**src/bfi_pkg.sv**
```systemverilog
// Operation
// RULE1: fault lamp is lit while system reset is applied.
// RULE2: host commands the lamp on after each cpu reset, then runs diagnostics.
// RULE3: a failed diagnostic leaves the lamp lit or blinking, never off.
// RULE4: a passed diagnostic turns the fault lamp off.
// RULE5: one flash is processor failure, two flashes bus or exception error.
// RULE6: three flashes is memory test failure, four local watchdog timeout.
// RULE7: five flashes erasable memory failure, six flash program or erase failure.
// RULE8: seven flashes is kernel software watchdog count error.
// RULE9: ten flashes comms controller failure, eleven real time clock failure.
// RULE10: twelve flashes coprocessor memory failure; twenty and up reserved for os.
// RULE11: each of three serial ports is watched and its errors flagged.
// RULE12: software, hardware and bus watchdog expiry is a microcontroller fault.
// RULE13: a microcontroller fault forces every output into shutdown.
// RULE14: application may latch input faults beyond high or low thresholds.
// RULE15: bursts repeat with a pause clearly longer than the flash spacing.
`default_nettype none
package bfi_pkg;
   localparam int unsigned CLK_HZ       = 10_000_000;
   localparam int unsigned CYC_PER_MS   = CLK_HZ / 1000;
   localparam int unsigned FLASH_ON_MS  = 250;
   localparam int unsigned FLASH_OFF_MS = 250;
   localparam int unsigned BURST_GAP_MS = 1500;
   localparam int unsigned WD_SW_MS     = 100;
   localparam int unsigned WD_HW_MS     = 50;
   localparam int unsigned WD_BUS_MS    = 200;
   localparam int unsigned FLASH_ON_CYC  = FLASH_ON_MS * CYC_PER_MS;
   localparam int unsigned FLASH_OFF_CYC = FLASH_OFF_MS * CYC_PER_MS;
   localparam int unsigned BURST_GAP_CYC = BURST_GAP_MS * CYC_PER_MS;
   localparam int unsigned WD_SW_CYC     = WD_SW_MS * CYC_PER_MS;
   localparam int unsigned WD_HW_CYC     = WD_HW_MS * CYC_PER_MS;
   localparam int unsigned WD_BUS_CYC    = WD_BUS_MS * CYC_PER_MS;
   localparam int unsigned CODE_W   = 5;
   localparam int unsigned NSER     = 3;
   localparam int unsigned NWD      = 3;
   localparam int unsigned WD_SW    = 0;
   localparam int unsigned WD_HW    = 1;
   localparam int unsigned WD_BUS   = 2;
   localparam logic [4:0] CODE_STEADY = 5'h00;
   localparam logic [4:0] CODE_CPU    = 5'h01;
   localparam logic [4:0] CODE_BUS    = 5'h02;
   localparam logic [4:0] CODE_RAM    = 5'h03;
   localparam logic [4:0] CODE_LWD    = 5'h04;
   localparam logic [4:0] CODE_EE     = 5'h05;
   localparam logic [4:0] CODE_FLASH  = 5'h06;
   localparam logic [4:0] CODE_KWD    = 5'h07;
   localparam logic [4:0] CODE_COMM   = 5'h0A;
   localparam logic [4:0] CODE_RTC    = 5'h0B;
   localparam logic [4:0] CODE_COPMEM = 5'h0C;
   localparam logic [4:0] CODE_OS_MIN = 5'h14;
   typedef enum logic [1:0] {ST_BOOT, ST_TEST, ST_PASS, ST_FAIL} bfi_state_t;
   typedef enum logic [1:0] {BL_IDLE, BL_ON, BL_OFF, BL_GAP} bfi_blink_t;

   // unlisted codes fall back to a steady lamp rather than a misleading count
   function automatic logic bfi_code_ok(input logic [4:0] c);
      bfi_code_ok = (c >= CODE_CPU && c <= CODE_KWD)     // see RULE5 RULE6 RULE7 RULE8
                 || (c >= CODE_COMM && c <= CODE_COPMEM) // see RULE9 RULE10
                 || (c >= CODE_OS_MIN);                  // see RULE10
   endfunction
endpackage
`default_nettype wire

```
**src/bfi_watchdog.sv**
```systemverilog
`timescale 1ns/1ps
`default_nettype none
module bfi_watchdog
   import bfi_pkg::*;
#(
   parameter int unsigned TIMEOUT = 1000
)
(
   input  wire logic clk,
   input  wire logic rst_n,
   input  wire logic arm,
   input  wire logic kick,
   output var  logic expired
);
   logic [31:0] cnt;

   // expiry is sticky until reset: a late kick must not revive the board
   always_ff @(posedge clk or negedge rst_n)
   begin
      if (!rst_n)
         cnt <= 32'h0;
      else if (!arm || kick)
         cnt <= 32'h0;
      else if (cnt < TIMEOUT)
         cnt <= cnt + 32'h1;
   end

   always_ff @(posedge clk or negedge rst_n)
   begin
      if (!rst_n)
         expired <= 1'b0;
      else if (arm && !kick && cnt == TIMEOUT - 1)
         expired <= 1'b1; // see RULE12
   end
endmodule
`default_nettype wire

```
**src/bfi_blinker.sv**
```systemverilog
`timescale 1ns/1ps
`default_nettype none
module bfi_blinker
   import bfi_pkg::*;
#(
   parameter int unsigned ON_CYC  = FLASH_ON_CYC,
   parameter int unsigned OFF_CYC = FLASH_OFF_CYC,
   parameter int unsigned GAP_CYC = BURST_GAP_CYC
)
(
   input  wire logic        clk,
   input  wire logic        rst_n,
   input  wire logic        run,
   input  wire logic [4:0]  code,
   output var  logic        blink
);
   bfi_blink_t  phase;
   logic [31:0] tmr;
   logic [4:0]  flashes;
   logic [31:0] off_run;

   // code is not latched between bursts; it is compared live at the end of each flash
   always_ff @(posedge clk or negedge rst_n)
   begin
      if (!rst_n)
      begin
         phase   <= BL_IDLE;
         tmr     <= 32'h0;
         flashes <= 5'h00;
      end
      else if (!run)
      begin
         phase   <= BL_IDLE;
         tmr     <= 32'h0;
         flashes <= 5'h00;
      end
      else
      begin
         case (phase)
            BL_IDLE:
            begin
               phase   <= BL_ON;
               tmr     <= 32'h0;
               flashes <= 5'h01;
            end
            BL_ON:
               if (tmr == ON_CYC - 1)
               begin
                  tmr   <= 32'h0;
                  phase <= (flashes >= code) ? BL_GAP : BL_OFF; // see RULE15
               end
               else
                  tmr <= tmr + 32'h1;
            BL_OFF:
               if (tmr == OFF_CYC - 1)
               begin
                  tmr     <= 32'h0;
                  phase   <= BL_ON;
                  flashes <= flashes + 5'h01;
               end
               else
                  tmr <= tmr + 32'h1;
            default:
               if (tmr == GAP_CYC - 1)
               begin
                  tmr     <= 32'h0;
                  phase   <= BL_ON; // see RULE15
                  flashes <= 5'h01;
               end
               else
                  tmr <= tmr + 32'h1;
         endcase
      end
   end

   always_ff @(posedge clk or negedge rst_n)
   begin
      if (!rst_n)
         blink <= 1'b0;
      else
         blink <= run && (phase == BL_ON);
   end

   always_ff @(posedge clk or negedge rst_n)
   begin
      if (!rst_n)
         off_run <= 32'h0;
      else if (blink)
         off_run <= 32'h0;
      else
         off_run <= off_run + 32'h1;
   end
endmodule
`default_nettype wire

```
**src/bfi_top.sv**
```systemverilog
`timescale 1ns/1ps
`default_nettype none
module bfi_top
   import bfi_pkg::*;
#(
   parameter int unsigned ON_CYC     = FLASH_ON_CYC,
   parameter int unsigned OFF_CYC    = FLASH_OFF_CYC,
   parameter int unsigned GAP_CYC    = BURST_GAP_CYC,
   parameter int unsigned SW_WD_CYC  = WD_SW_CYC,
   parameter int unsigned HW_WD_CYC  = WD_HW_CYC,
   parameter int unsigned BUS_WD_CYC = WD_BUS_CYC
)
(
   input  wire logic            sys_clk,
   input  wire logic            nrst,
   input  wire logic            lamp_on_cmd,
   input  wire logic            diag_pass,
   input  wire logic            diag_fail,
   input  wire logic [4:0]      fail_code,
   input  wire logic            sw_wd_kick,
   input  wire logic            hw_wd_kick,
   input  wire logic            bus_wd_kick,
   input  wire logic [NSER-1:0] ser_frame_err,
   input  wire logic [NSER-1:0] ser_parity_err,
   input  wire logic [NSER-1:0] ser_overrun_err,
   input  wire logic [NSER-1:0] ser_err_clr,
   output var  logic            fault_lamp,
   output var  logic [4:0]      blink_code,
   output var  logic            diag_passed,
   output var  logic [NWD-1:0]  wd_expired,
   output var  logic            mcu_fault,
   output var  logic            out_shutdown,
   output var  logic [NSER-1:0] ser_err_flag
);
   logic            rst_meta;
   logic            rst_n;
   bfi_state_t      state;
   logic            wd_arm;
   logic [NWD-1:0]  wd_exp;
   logic            wd_any;
   logic            blink;
   logic            run_blink;
   logic [NSER-1:0] ser_hit;
   logic [4:0]      next_code;

   // release is synchronised; assertion is still immediate
   always_ff @(posedge sys_clk or negedge nrst)
   begin
      if (!nrst)
      begin
         rst_meta <= 1'b0;
         rst_n    <= 1'b0;
      end
      else
      begin
         rst_meta <= 1'b1;
         rst_n    <= rst_meta;
      end
   end

   assign wd_any    = |wd_exp;
   assign run_blink = (state == ST_FAIL) && (blink_code != CODE_STEADY);
   assign ser_hit   = ser_frame_err | ser_parity_err | ser_overrun_err;

   // board-detected watchdog faults outrank a host-reported code
   always_comb
   begin
      if (wd_exp[WD_HW])
         next_code = CODE_LWD; // see RULE6
      else if (wd_exp[WD_SW])
         next_code = CODE_KWD; // see RULE8
      else if (wd_exp[WD_BUS])
         next_code = CODE_STEADY;
      else if (bfi_code_ok(fail_code))
         next_code = fail_code; // see RULE5 RULE7 RULE9 RULE10
      else
         next_code = CODE_STEADY;
   end

   // lamp stays lit from boot through the host's init and test sequence
   always_ff @(posedge sys_clk or negedge rst_n)
   begin
      if (!rst_n)
         state <= ST_BOOT; // see RULE1
      else if (wd_any && state != ST_FAIL)
         state <= ST_FAIL; // see RULE12
      else
      begin
         case (state)
            ST_BOOT:
               if (lamp_on_cmd)
                  state <= ST_TEST; // see RULE2
            ST_TEST:
               if (diag_fail)
                  state <= ST_FAIL; // see RULE3
               else if (diag_pass)
                  state <= ST_PASS; // see RULE4
            ST_PASS:
               if (lamp_on_cmd)
                  state <= ST_TEST;
               else if (diag_fail)
                  state <= ST_FAIL;
            default:
               if (lamp_on_cmd && !mcu_fault && !wd_any)
                  state <= ST_TEST; // see RULE3
         endcase
      end
   end

   always_ff @(posedge sys_clk or negedge rst_n)
   begin
      if (!rst_n)
         blink_code <= CODE_STEADY;
      else if (wd_any && state != ST_FAIL)
         blink_code <= next_code;
      else if (diag_fail && (state == ST_TEST || state == ST_PASS))
         blink_code <= next_code;
      else if (state != ST_FAIL)
         blink_code <= CODE_STEADY;
   end

   // watchdogs run only once the board has passed; during test nobody kicks
   always_ff @(posedge sys_clk or negedge rst_n)
   begin
      if (!rst_n)
         wd_arm <= 1'b0;
      else if (state == ST_PASS)
         wd_arm <= 1'b1;
   end

   always_ff @(posedge sys_clk or negedge rst_n)
   begin
      if (!rst_n)
         diag_passed <= 1'b0;
      else
         diag_passed <= (state == ST_PASS);
   end

   bfi_watchdog #(.TIMEOUT(SW_WD_CYC)) u_wd_sw
   (
      .clk     (sys_clk),
      .rst_n   (rst_n),
      .arm     (wd_arm),
      .kick    (sw_wd_kick),
      .expired (wd_exp[WD_SW])
   );

   bfi_watchdog #(.TIMEOUT(HW_WD_CYC)) u_wd_hw
   (
      .clk     (sys_clk),
      .rst_n   (rst_n),
      .arm     (wd_arm),
      .kick    (hw_wd_kick),
      .expired (wd_exp[WD_HW])
   );

   bfi_watchdog #(.TIMEOUT(BUS_WD_CYC)) u_wd_bus
   (
      .clk     (sys_clk),
      .rst_n   (rst_n),
      .arm     (wd_arm),
      .kick    (bus_wd_kick),
      .expired (wd_exp[WD_BUS])
   );

   always_ff @(posedge sys_clk or negedge rst_n)
   begin
      if (!rst_n)
         wd_expired <= '0;
      else
         wd_expired <= wd_exp;
   end

   // fault is latched until reset; outputs must not chatter back on
   always_ff @(posedge sys_clk or negedge rst_n)
   begin
      if (!rst_n)
         mcu_fault <= 1'b0;
      else if (wd_any)
         mcu_fault <= 1'b1; // see RULE12
   end

   // shutdown also asserted during reset, the safe state for outputs
   always_ff @(posedge sys_clk or negedge rst_n)
   begin
      if (!rst_n)
         out_shutdown <= 1'b1;
      else
         out_shutdown <= mcu_fault || wd_any; // see RULE13
   end

   // set wins over clear so an error in the clear cycle is kept
   always_ff @(posedge sys_clk or negedge rst_n)
   begin
      if (!rst_n)
         ser_err_flag <= '0;
      else
         ser_err_flag <= (ser_err_flag & ~ser_err_clr) | ser_hit; // see RULE11
   end

   bfi_blinker #(.ON_CYC(ON_CYC), .OFF_CYC(OFF_CYC), .GAP_CYC(GAP_CYC)) u_blink
   (
      .clk   (sys_clk),
      .rst_n (rst_n),
      .run   (run_blink),
      .code  (blink_code),
      .blink (blink)
   );

   always_ff @(posedge sys_clk or negedge rst_n)
   begin
      if (!rst_n)
         fault_lamp <= 1'b1; // see RULE1
      else if (state == ST_PASS)
         fault_lamp <= 1'b0; // see RULE4
      else if (run_blink)
         fault_lamp <= blink; // see RULE3 RULE15
      else
         fault_lamp <= 1'b1; // see RULE3
   end
endmodule
`default_nettype wire

```
**config.mk**
```make
export PLATFORM = sky130hd
export DESIGN_NAME = bfi_top
export DESIGN_NICKNAME = d
export VERILOG_FILES = /design/src/bfi_pkg.sv /design/src/bfi_watchdog.sv /design/src/bfi_blinker.sv /design/src/bfi_top.sv
export SDC_FILE = /design/constraint.sdc
export NUM_CORES = 1
export LEC_CHECK = 0
export BUFFER_PORTS_ARGS = -buffer_cell sky130_fd_sc_hd__buf_4
export CAP_MARGIN = 20
export CELL_PAD_IN_SITES_DETAIL_PLACEMENT = 1
export CELL_PAD_IN_SITES_GLOBAL_PLACEMENT = 1
export CORE_MARGIN = 2
export CORE_UTILIZATION = 49
export DETAILED_ROUTE_END_ITERATION = 10
export PLACE_DENSITY = 0.77
export SKIP_CTS_REPAIR_TIMING = 1
export SYNTH_ARGS = -nofsm -noshare
export SYNTH_HDL_FRONTEND = slang
export SYNTH_SLANG_ARGS = --single-unit
```
**constraint.sdc**
```tcl
create_clock -name sys_clk -period 5.6 [get_ports sys_clk]
set_clock_uncertainty 0.15 [all_clocks]
set_input_delay 1.12 -clock sys_clk [delete_from_list [all_inputs] [get_ports sys_clk]]
set_output_delay 1.12 -clock sys_clk [all_outputs]
set_load 0.05 [all_outputs]
```
Yosys cells after proc, flatten, opt, wreduce, memory -nomap -nowiden:

Index checks and enable logic that the tools add are counted.

* input bits: 25
* bits in registers: 159
* output and inout port bits: 15

* eq/ne operators: 19
* reduce and logical (&&, ||, !) cells: 40
* mux-type cells: 37
* bitwise operators: 5
* add/subtract/negate cells: 5
* order comparisons: 9

Operators by type and width (number)
* 2-to-1 mux 32 bit: 9
* adder 32 x 1 -> 32 bit (second input constant): 4
* one-hot mux 32 bit (2 select lines): 1
* 2-to-1 mux 5 bit: 10
* == test 32 x 19 -> 1 bit (second input constant): 1
* == test 32 x 20 -> 1 bit (second input constant): 1
* == test 32 x 21 -> 1 bit (second input constant): 1
* == test 32 x 22 -> 1 bit (second input constant): 1
* == test 32 x 24 -> 1 bit (second input constant): 1
* less-than comparator 32 x 19 -> 1 bit (second input constant): 1
* less-than comparator 32 x 20 -> 1 bit (second input constant): 1
* less-than comparator 32 x 21 -> 1 bit (second input constant): 1
* 2-to-1 mux 2 bit: 11
* one-hot mux 5 bit (3 select lines): 1
* logical AND 1 bit: 14
* inequality test 4 bit (second input constant): 3
* one-hot mux 2 bit (3 select lines): 2
* nonzero test 5 bit: 2
* inequality test 3 bit (second input constant): 3
* bitwise OR 3 bit: 3
* logical OR 1 bit: 7
* == test 2 bit (second input constant): 3
* logical NOT 1 bit: 6
* AND reduction 3 bit: 2
* 19 further kinds: 26

Logic depth before layout (Yosys ltp):

* depth in word-level cells: 10
* mapped depth: 8

Modules after synthesis:

A second synthesis with hierarchy kept.

* cell total of the unflattened synthesis: 835
* area total of the unflattened synthesis: 8190.4 µm²

By module, submodules not included
* bfi_blinker: times used 1, cells an instance 247, area each 2332.2 µm²
* bfi_watchdog at u_wd_bus: times used 1, cells an instance 176, area each 1714.1 µm²
* bfi_watchdog at u_wd_sw: times used 1, cells an instance 165, area each 1609.0 µm²
* bfi_watchdog at u_wd_hw: times used 1, cells an instance 152, area each 1590.3 µm²
* bfi_top: times used 1, cells an instance 95, area each 944.7 µm²

Worst setup path after synthesis:

Ideal clock, no wire load.

* path type: in2reg
* from: in fail_code[0]
* to: reg blink_code[2]
* required time: 5.329 ns
* stages: 6
* setup time: 0.121 ns
* data arrival time: 2.230 ns
* buffers on the path: 0
* setup slack: 3.099 ns
* cell sequence: or2_2 > a21oi_1 > o31ai_1 > nor2b_1 > a211o_1 > a22o_1

* cells in the longest elaborated chain, start to end: 10
* elaborated cells between the ends (all ways): 15
* classes of those cells: order compare: 5; mux: 6; reduce/logical: 4

RTL lines
* from (decl): line bfi_top.sv:19 `input wire logic [4:0] fail_code,`
* >= comparator 5 x 1 -> 1 bit, or another cell as far along: line bfi_pkg.sv:56 `bfi_code_ok = (c >= CODE_CPU && c <= CODE_KWD)`
* logical AND 1 bit (on tied branches): line bfi_pkg.sv:56, bfi_pkg.sv:57
* logical OR 1 bit: line bfi_pkg.sv:57 `|| (c >= CODE_COMM && c <= CODE_COPMEM)`
* logical OR 1 bit (*): line bfi_pkg.sv:58 `|| (c >= CODE_OS_MIN);`
* 2-to-1 mux 5 bit (*): line bfi_top.sv:74 `else if (bfi_code_ok(fail_code))`
* 2-to-1 mux 5 bit (*): line bfi_top.sv:72 `else if (wd_exp[WD_BUS])`
* 2-to-1 mux 5 bit (*): line bfi_top.sv:70 `else if (wd_exp[WD_SW])`
* 2-to-1 mux 5 bit (*): line bfi_top.sv:68 `if (wd_exp[WD_HW])`
* 2-to-1 mux 5 bit: line bfi_top.sv:116 `else if (diag_fail && (state == ST_TEST || state == ST_PASS))`
* 2-to-1 mux 5 bit (*): line bfi_top.sv:114 `else if (wd_any && state != ST_FAIL)`
* to (signal assigned): line bfi_top.sv:115 `blink_code <= next_code;`
* to (signal assigned): line bfi_top.sv:117 `blink_code <= next_code;`
* to (decl): line bfi_top.sv:28 `output var logic [4:0] blink_code,`

Every way passes the cells marked *; elsewhere a longest branch is shown, timed or not.
A chain may end at the register's enable or synchronous reset.

Worst setup path after layout:

* from: reg u_blink.tmr[26]
* to: reg u_blink.tmr[29]

* cells in the longest elaborated chain, start to end: 4
* elaborated cells between the ends (all ways): 7
* classes of those cells: add/sub: 1; eq/ne: 2; mux: 4

RTL lines
* from (decl): line bfi_blinker.sv:18 `logic [31:0] tmr;`
* from (signal assigned): line bfi_blinker.sv:53 `tmr <= tmr + 32'h1;`
* from (signal assigned): line bfi_blinker.sv:62 `tmr <= tmr + 32'h1;`
* from (signal assigned): line bfi_blinker.sv:71 `tmr <= tmr + 32'h1;`
* adder 32 x 1 -> 32 bit, or another cell as far along: line bfi_blinker.sv:53, bfi_blinker.sv:62, bfi_blinker.sv:71
* 2-to-1 mux 32 bit (on tied branches): line bfi_blinker.sv:64, bfi_blinker.sv:47, bfi_blinker.sv:55
* one-hot mux 32 bit (2 select lines) (*): line bfi_blinker.sv:39 `case (phase)`
* 2-to-1 mux 32 bit (*): line bfi_blinker.sv:31 `else if (!run)`

Marks and branches as above.

==> impl_metrics.prom <==
# TYPE chip_impl_metric gauge
chip_impl_metric{name="largest_driver_fanout_on_the_critical_path",unit=""} 32
chip_impl_metric{name="timing_worst_slew_pin_value",unit="ps"} 994.0
chip_impl_metric{name="clk_transition_reported_paths",unit="ps"} 60
chip_impl_info{name="hold_class",value="register to asynchronous set/reset pin"} 1
chip_impl_metric{name="core.rowCount",unit=""} 45
chip_impl_metric{name="intPower",unit="uW"} 2067
chip_impl_metric{name="route.detailed.vias_per_inst",unit=""} 5.642
chip_impl_metric{name="final-setup-viol-count",unit=""} 0
chip_impl_metric{name="comb_power_share",unit=""} 0.105
chip_impl_info{name="worstSetupPathType",value="register to register"} 1
chip_impl_info{name="status",value="complete, no violations"} 1
chip_impl_metric{name="grt_start_max_net_pins",unit=""} 82
chip_impl_metric{name="worst_slew_margin_rel",unit=""} 0.3373
chip_impl_metric{name="postSynthRegisterBits",unit=""} 159
chip_impl_metric{name="max_cap_violations",unit=""} 0
chip_impl_metric{name="die_h",unit="um"} 129.3
chip_impl_metric{name="num-fill-cells",unit=""} 1648
chip_impl_metric{name="diodes",unit=""} 0
chip_impl_metric{name="clock_insertion_delay_worst_skew",unit="ps"} 430
chip_impl_metric{name="synth_cells",unit=""} 758
chip_impl_metric{name="maxClockFrequency",unit="GHz"} 0.3425
chip_impl_metric{name="area_delta_synth_final",unit="%"} 15.02
chip_impl_metric{name="vias_in_the_first_global_route",unit=""} 6297
chip_impl_metric{name="routed_wire_length_per_instance",unit="um"} 18.07
chip_impl_metric{name="switching_share",unit=""} 0.2489
chip_impl_metric{name="top_level_ports",unit=""} 40
chip_impl_metric{name="synth_area_per_cell",unit="sq um"} 10.15
chip_impl_metric{name="drt_wl_total",unit="um"} 18470
chip_impl_metric{name="wire_length_of_the_first_global_routing_pass",unit="um"} 31450
chip_impl_metric{name="die-width",unit="um"} 129.3
chip_impl_metric{name="clk_path_buf_depth",unit=""} 2
chip_impl_metric{name="synth_area",unit="sq um"} 7691
chip_impl_info{name="cp-end-kind",value="register"} 1
chip_impl_metric{name="cts.sink_count",unit=""} 159
chip_impl_metric{name="initial_core_util",unit=""} 0.5041
chip_impl_metric{name="detail_route.iter0.violations",unit=""} 255
chip_impl_metric{name="postRouteAntennaNets",unit=""} 0
chip_impl_metric{name="synth-edff-count",unit=""} 0
chip_impl_metric{name="placeableCoreArea",unit="sq um"} 15260
chip_impl_metric{name="antenna_violations_before_repair",unit=""} 0
chip_impl_info{name="cts.root.buffer_cell",value="clkbuf_16"} 1
chip_impl_metric{name="place_hpwl",unit="um"} 12440
chip_impl_metric{name="post_dp_cell_area",unit="sq um"} 8179
chip_impl_metric{name="floorplan.die_area",unit="sq um"} 16710
chip_impl_metric{name="postSynth.asyncResetShare",unit=""} 1.000
chip_impl_metric{name="power.density",unit="nW/um^2"} 311.2
chip_impl_metric{name="timing.critical_path.arrival",unit="ps"} 3040
chip_impl_metric{name="max-vdd-ir-drop",unit="V"} 0.0002275
chip_impl_info{name="tritoncts",value="built"} 1
chip_impl_info{name="grt_setup_unrepaired",value="false"} 1
chip_impl_metric{name="globalplace.congestion",unit=""} 0.8333
chip_impl_metric{name="detail_route.first_pass.iterations",unit=""} 4
chip_impl_info{name="synthFlopType",value="dfrtp_1"} 1
chip_impl_metric{name="hold_viol",unit=""} 0
chip_impl_metric{name="global_route.overflow_total",unit=""} 0
chip_impl_metric{name="h-tree-depth",unit=""} 4
chip_impl_metric{name="report.final.slew_viol_count",unit=""} 0
chip_impl_metric{name="synth_nets",unit=""} 801
chip_impl_metric{name="grt_usage",unit=""} 0.2412
chip_impl_metric{name="cts_bufs_inserted",unit=""} 17
chip_impl_metric{name="numPortBuffers",unit=""} 39
chip_impl_metric{name="layout_worst_path_cycle_share",unit=""} 0.5215
chip_impl_metric{name="synth.yosys.warnings",unit=""} 0
chip_impl_metric{name="final_net_count",unit=""} 842
chip_impl_metric{name="worst_ep_required_time",unit="ps"} 5720
chip_impl_metric{name="vias",unit=""} 5766
chip_impl_metric{name="net-switching-power",unit="uW"} 685.2
chip_impl_metric{name="p_leak",unit="uW"} 0.003866
chip_impl_metric{name="dpl_worst_slack",unit="ps"} 2669
chip_impl_metric{name="synth-seq-area-share",unit=""} 0.5177
chip_impl_metric{name="clock_power_share",unit=""} 0.452
chip_impl_metric{name="finish.instance_area",unit="sq um"} 8846
chip_impl_metric{name="p_seq_frac",unit=""} 0.443
chip_impl_metric{name="timing.final.ws_setup",unit="ps"} 2680
chip_impl_info{name="startpoint_type",value="register"} 1
chip_impl_metric{name="setup_tns",unit="ps"} 0
chip_impl_metric{name="drive_gt1_frac",unit=""} 0.1245
chip_impl_metric{name="route.detailed.drc",unit=""} 0
chip_impl_metric{name="synth_cell_type_count",unit=""} 69
chip_impl_metric{name="min_period",unit="ps"} 2920
[cell usage in the layout, fill, tap and decap left out, types with 4 or more instances in the layout]
master | Yosys | layout
dfrtp_1 | 157 | 156
nor2_1 | 109 | 109
nand2_1 | 44 | 44
buf_4 | 0 | 42
and2_1 | 40 | 40
xnor2_1 | 37 | 37
xor2_1 | 34 | 34
nand3_1 | 30 | 30
inv_1 | 29 | 29
nor3_1 | 25 | 25
nand4_1 | 25 | 25
a21oi_1 | 23 | 23
nor4_1 | 18 | 18
ha_1 | 18 | 18
clkbuf_16 | 0 | 17
and3_1 | 13 | 13
o21ai_0 | 11 | 11
or3_1 | 9 | 9
nand2b_1 | 8 | 8
o31ai_1 | 7 | 7
nor2b_1 | 6 | 6
nor4b_1 | 5 | 5
or4_1 | 5 | 5
nor4_2 | 5 | 5
a21o_1 | 5 | 5
a22o_1 | 4 | 4
o211ai_1 | 4 | 4
a31o_1 | 4 | 4
bufinv_16 | 0 | 4
[metrics by stage]
stage	hold slack [ps]	util	total power [uW]	instances
6_report	145.8	0.5797	2753	1022
5_1_grt	187.2	0.5797	2856	1022
4_1_cts	202.2	0.5775	2778	1020
3_5_place_dp	187.9	0.5360	1526	989
3_3_place_gp	188.5	0.5360	1508	989
2_1_floorplan	181.2	-	1432	758
[power groups by stage]
stage / clock (uW) / sequential [uW] / combinational [uW]
2_1_floorplan: 0 / 1280 / 147
3_3_place_gp: 0 / 1240 / 263
3_5_place_dp: 0 / 1250 / 279
4_1_cts: 1270 / 1230 / 283
5_1_grt: 1310 / 1230 / 320
6_report: 1240 / 1220 / 289
[synthesized netlist by cell type, types with 14 or more instances]
library cell	instances	area, sq um
nand3_1	30	150.1
a21oi_1	23	115.1
dfrtp_1	157	3929
nand2_1	44	165.2
nor2_1	109	409.1
clkbuf_1	14	52.55
xor2_1	34	297.8
inv_1	29	108.9
nand4_1	25	156.4
xnor2_1	37	324.1
ha_1	18	225.2
nor4_1	18	112.6
and2_1	40	250.2
nor3_1	25	125.1
[sequential cells by signal (all words and copies together), names as in the netlist, 3 cells and up]
signal,cells
u_wd_hw.cnt,32
u_wd_sw.cnt,32
u_blink.tmr,32
wd_expired,3
u_wd_bus.cnt,32
ser_err_flag,3
u_blink.flashes,5
blink_code,5
[cells by family after synthesis]
kind of cell | after synthesis | share of synthesized area
flip-flops | 159 | 0.5177
other | 1 | 0.0004876
XOR/XNOR | 71 | 0.08085
buffers and inverters | 50 | 0.02554
adder cells (fa/ha/maj) | 18 | 0.02928
multiplexers | 2 | 0.002766
AO/OA/AOI/OAI | 96 | 0.09663
AND/OR/NAND/NOR | 361 | 0.2468
[per-layer routing]
layer	global-route usage	routed length (um)	up-vias
met3	0.04335	377	26
met5	0	0	-
li1	-	-	2728
met4	0.07609	312	0
met2	0.4285	9757	54
met1	0.2995	8021	2958
[final cells by class]
cell class              instances  area [sq um]  share of cell area
flip-flops and latches        159          3985              0.4505
multi-input cells             549          3513              0.3972
clock buffers                  21         470.5             0.05318
repair buffers                 43         342.8             0.03876
well taps                     211         264.0             0.02984
clock inverters                10         161.4             0.01825
inverters                      29         108.9             0.01231
[worst max-delay path: stages (launching register included)]
cell      delay [ps]
dfrtp_1          410
nor4_1           440
nand4b_1         250
or3_1            400
a21oi_1          170
a211o_1          790
nor2_1           140
[path summary, 6_finish.rpt]
check	slack (ps)	to	from	cells past startpoint
hold / removal	150	ser_err_flag[0]$_DFF_PN0_	rst_n$_DFF_PN0_	0
hold reg to reg	150	ser_err_flag[0]$_DFF_PN0_	rst_n$_DFF_PN0_	0
min in group sys_clk	210	rst_n$_DFF_PN0_	rst_meta$_DFF_PN0_	0
setup / recovery	2680	u_blink.tmr[29]$_DFF_PN0_	u_blink.tmr[26]$_DFF_PN0_	6
setup reg to reg	2680	u_blink.tmr[29]$_DFF_PN0_	u_blink.tmr[26]$_DFF_PN0_	6
max in group asynchronous	3800	u_wd_bus.cnt[1]$_DFFE_PN0P_	rst_n$_DFF_PN0_	2
Power figures use the tool's default switching activity.
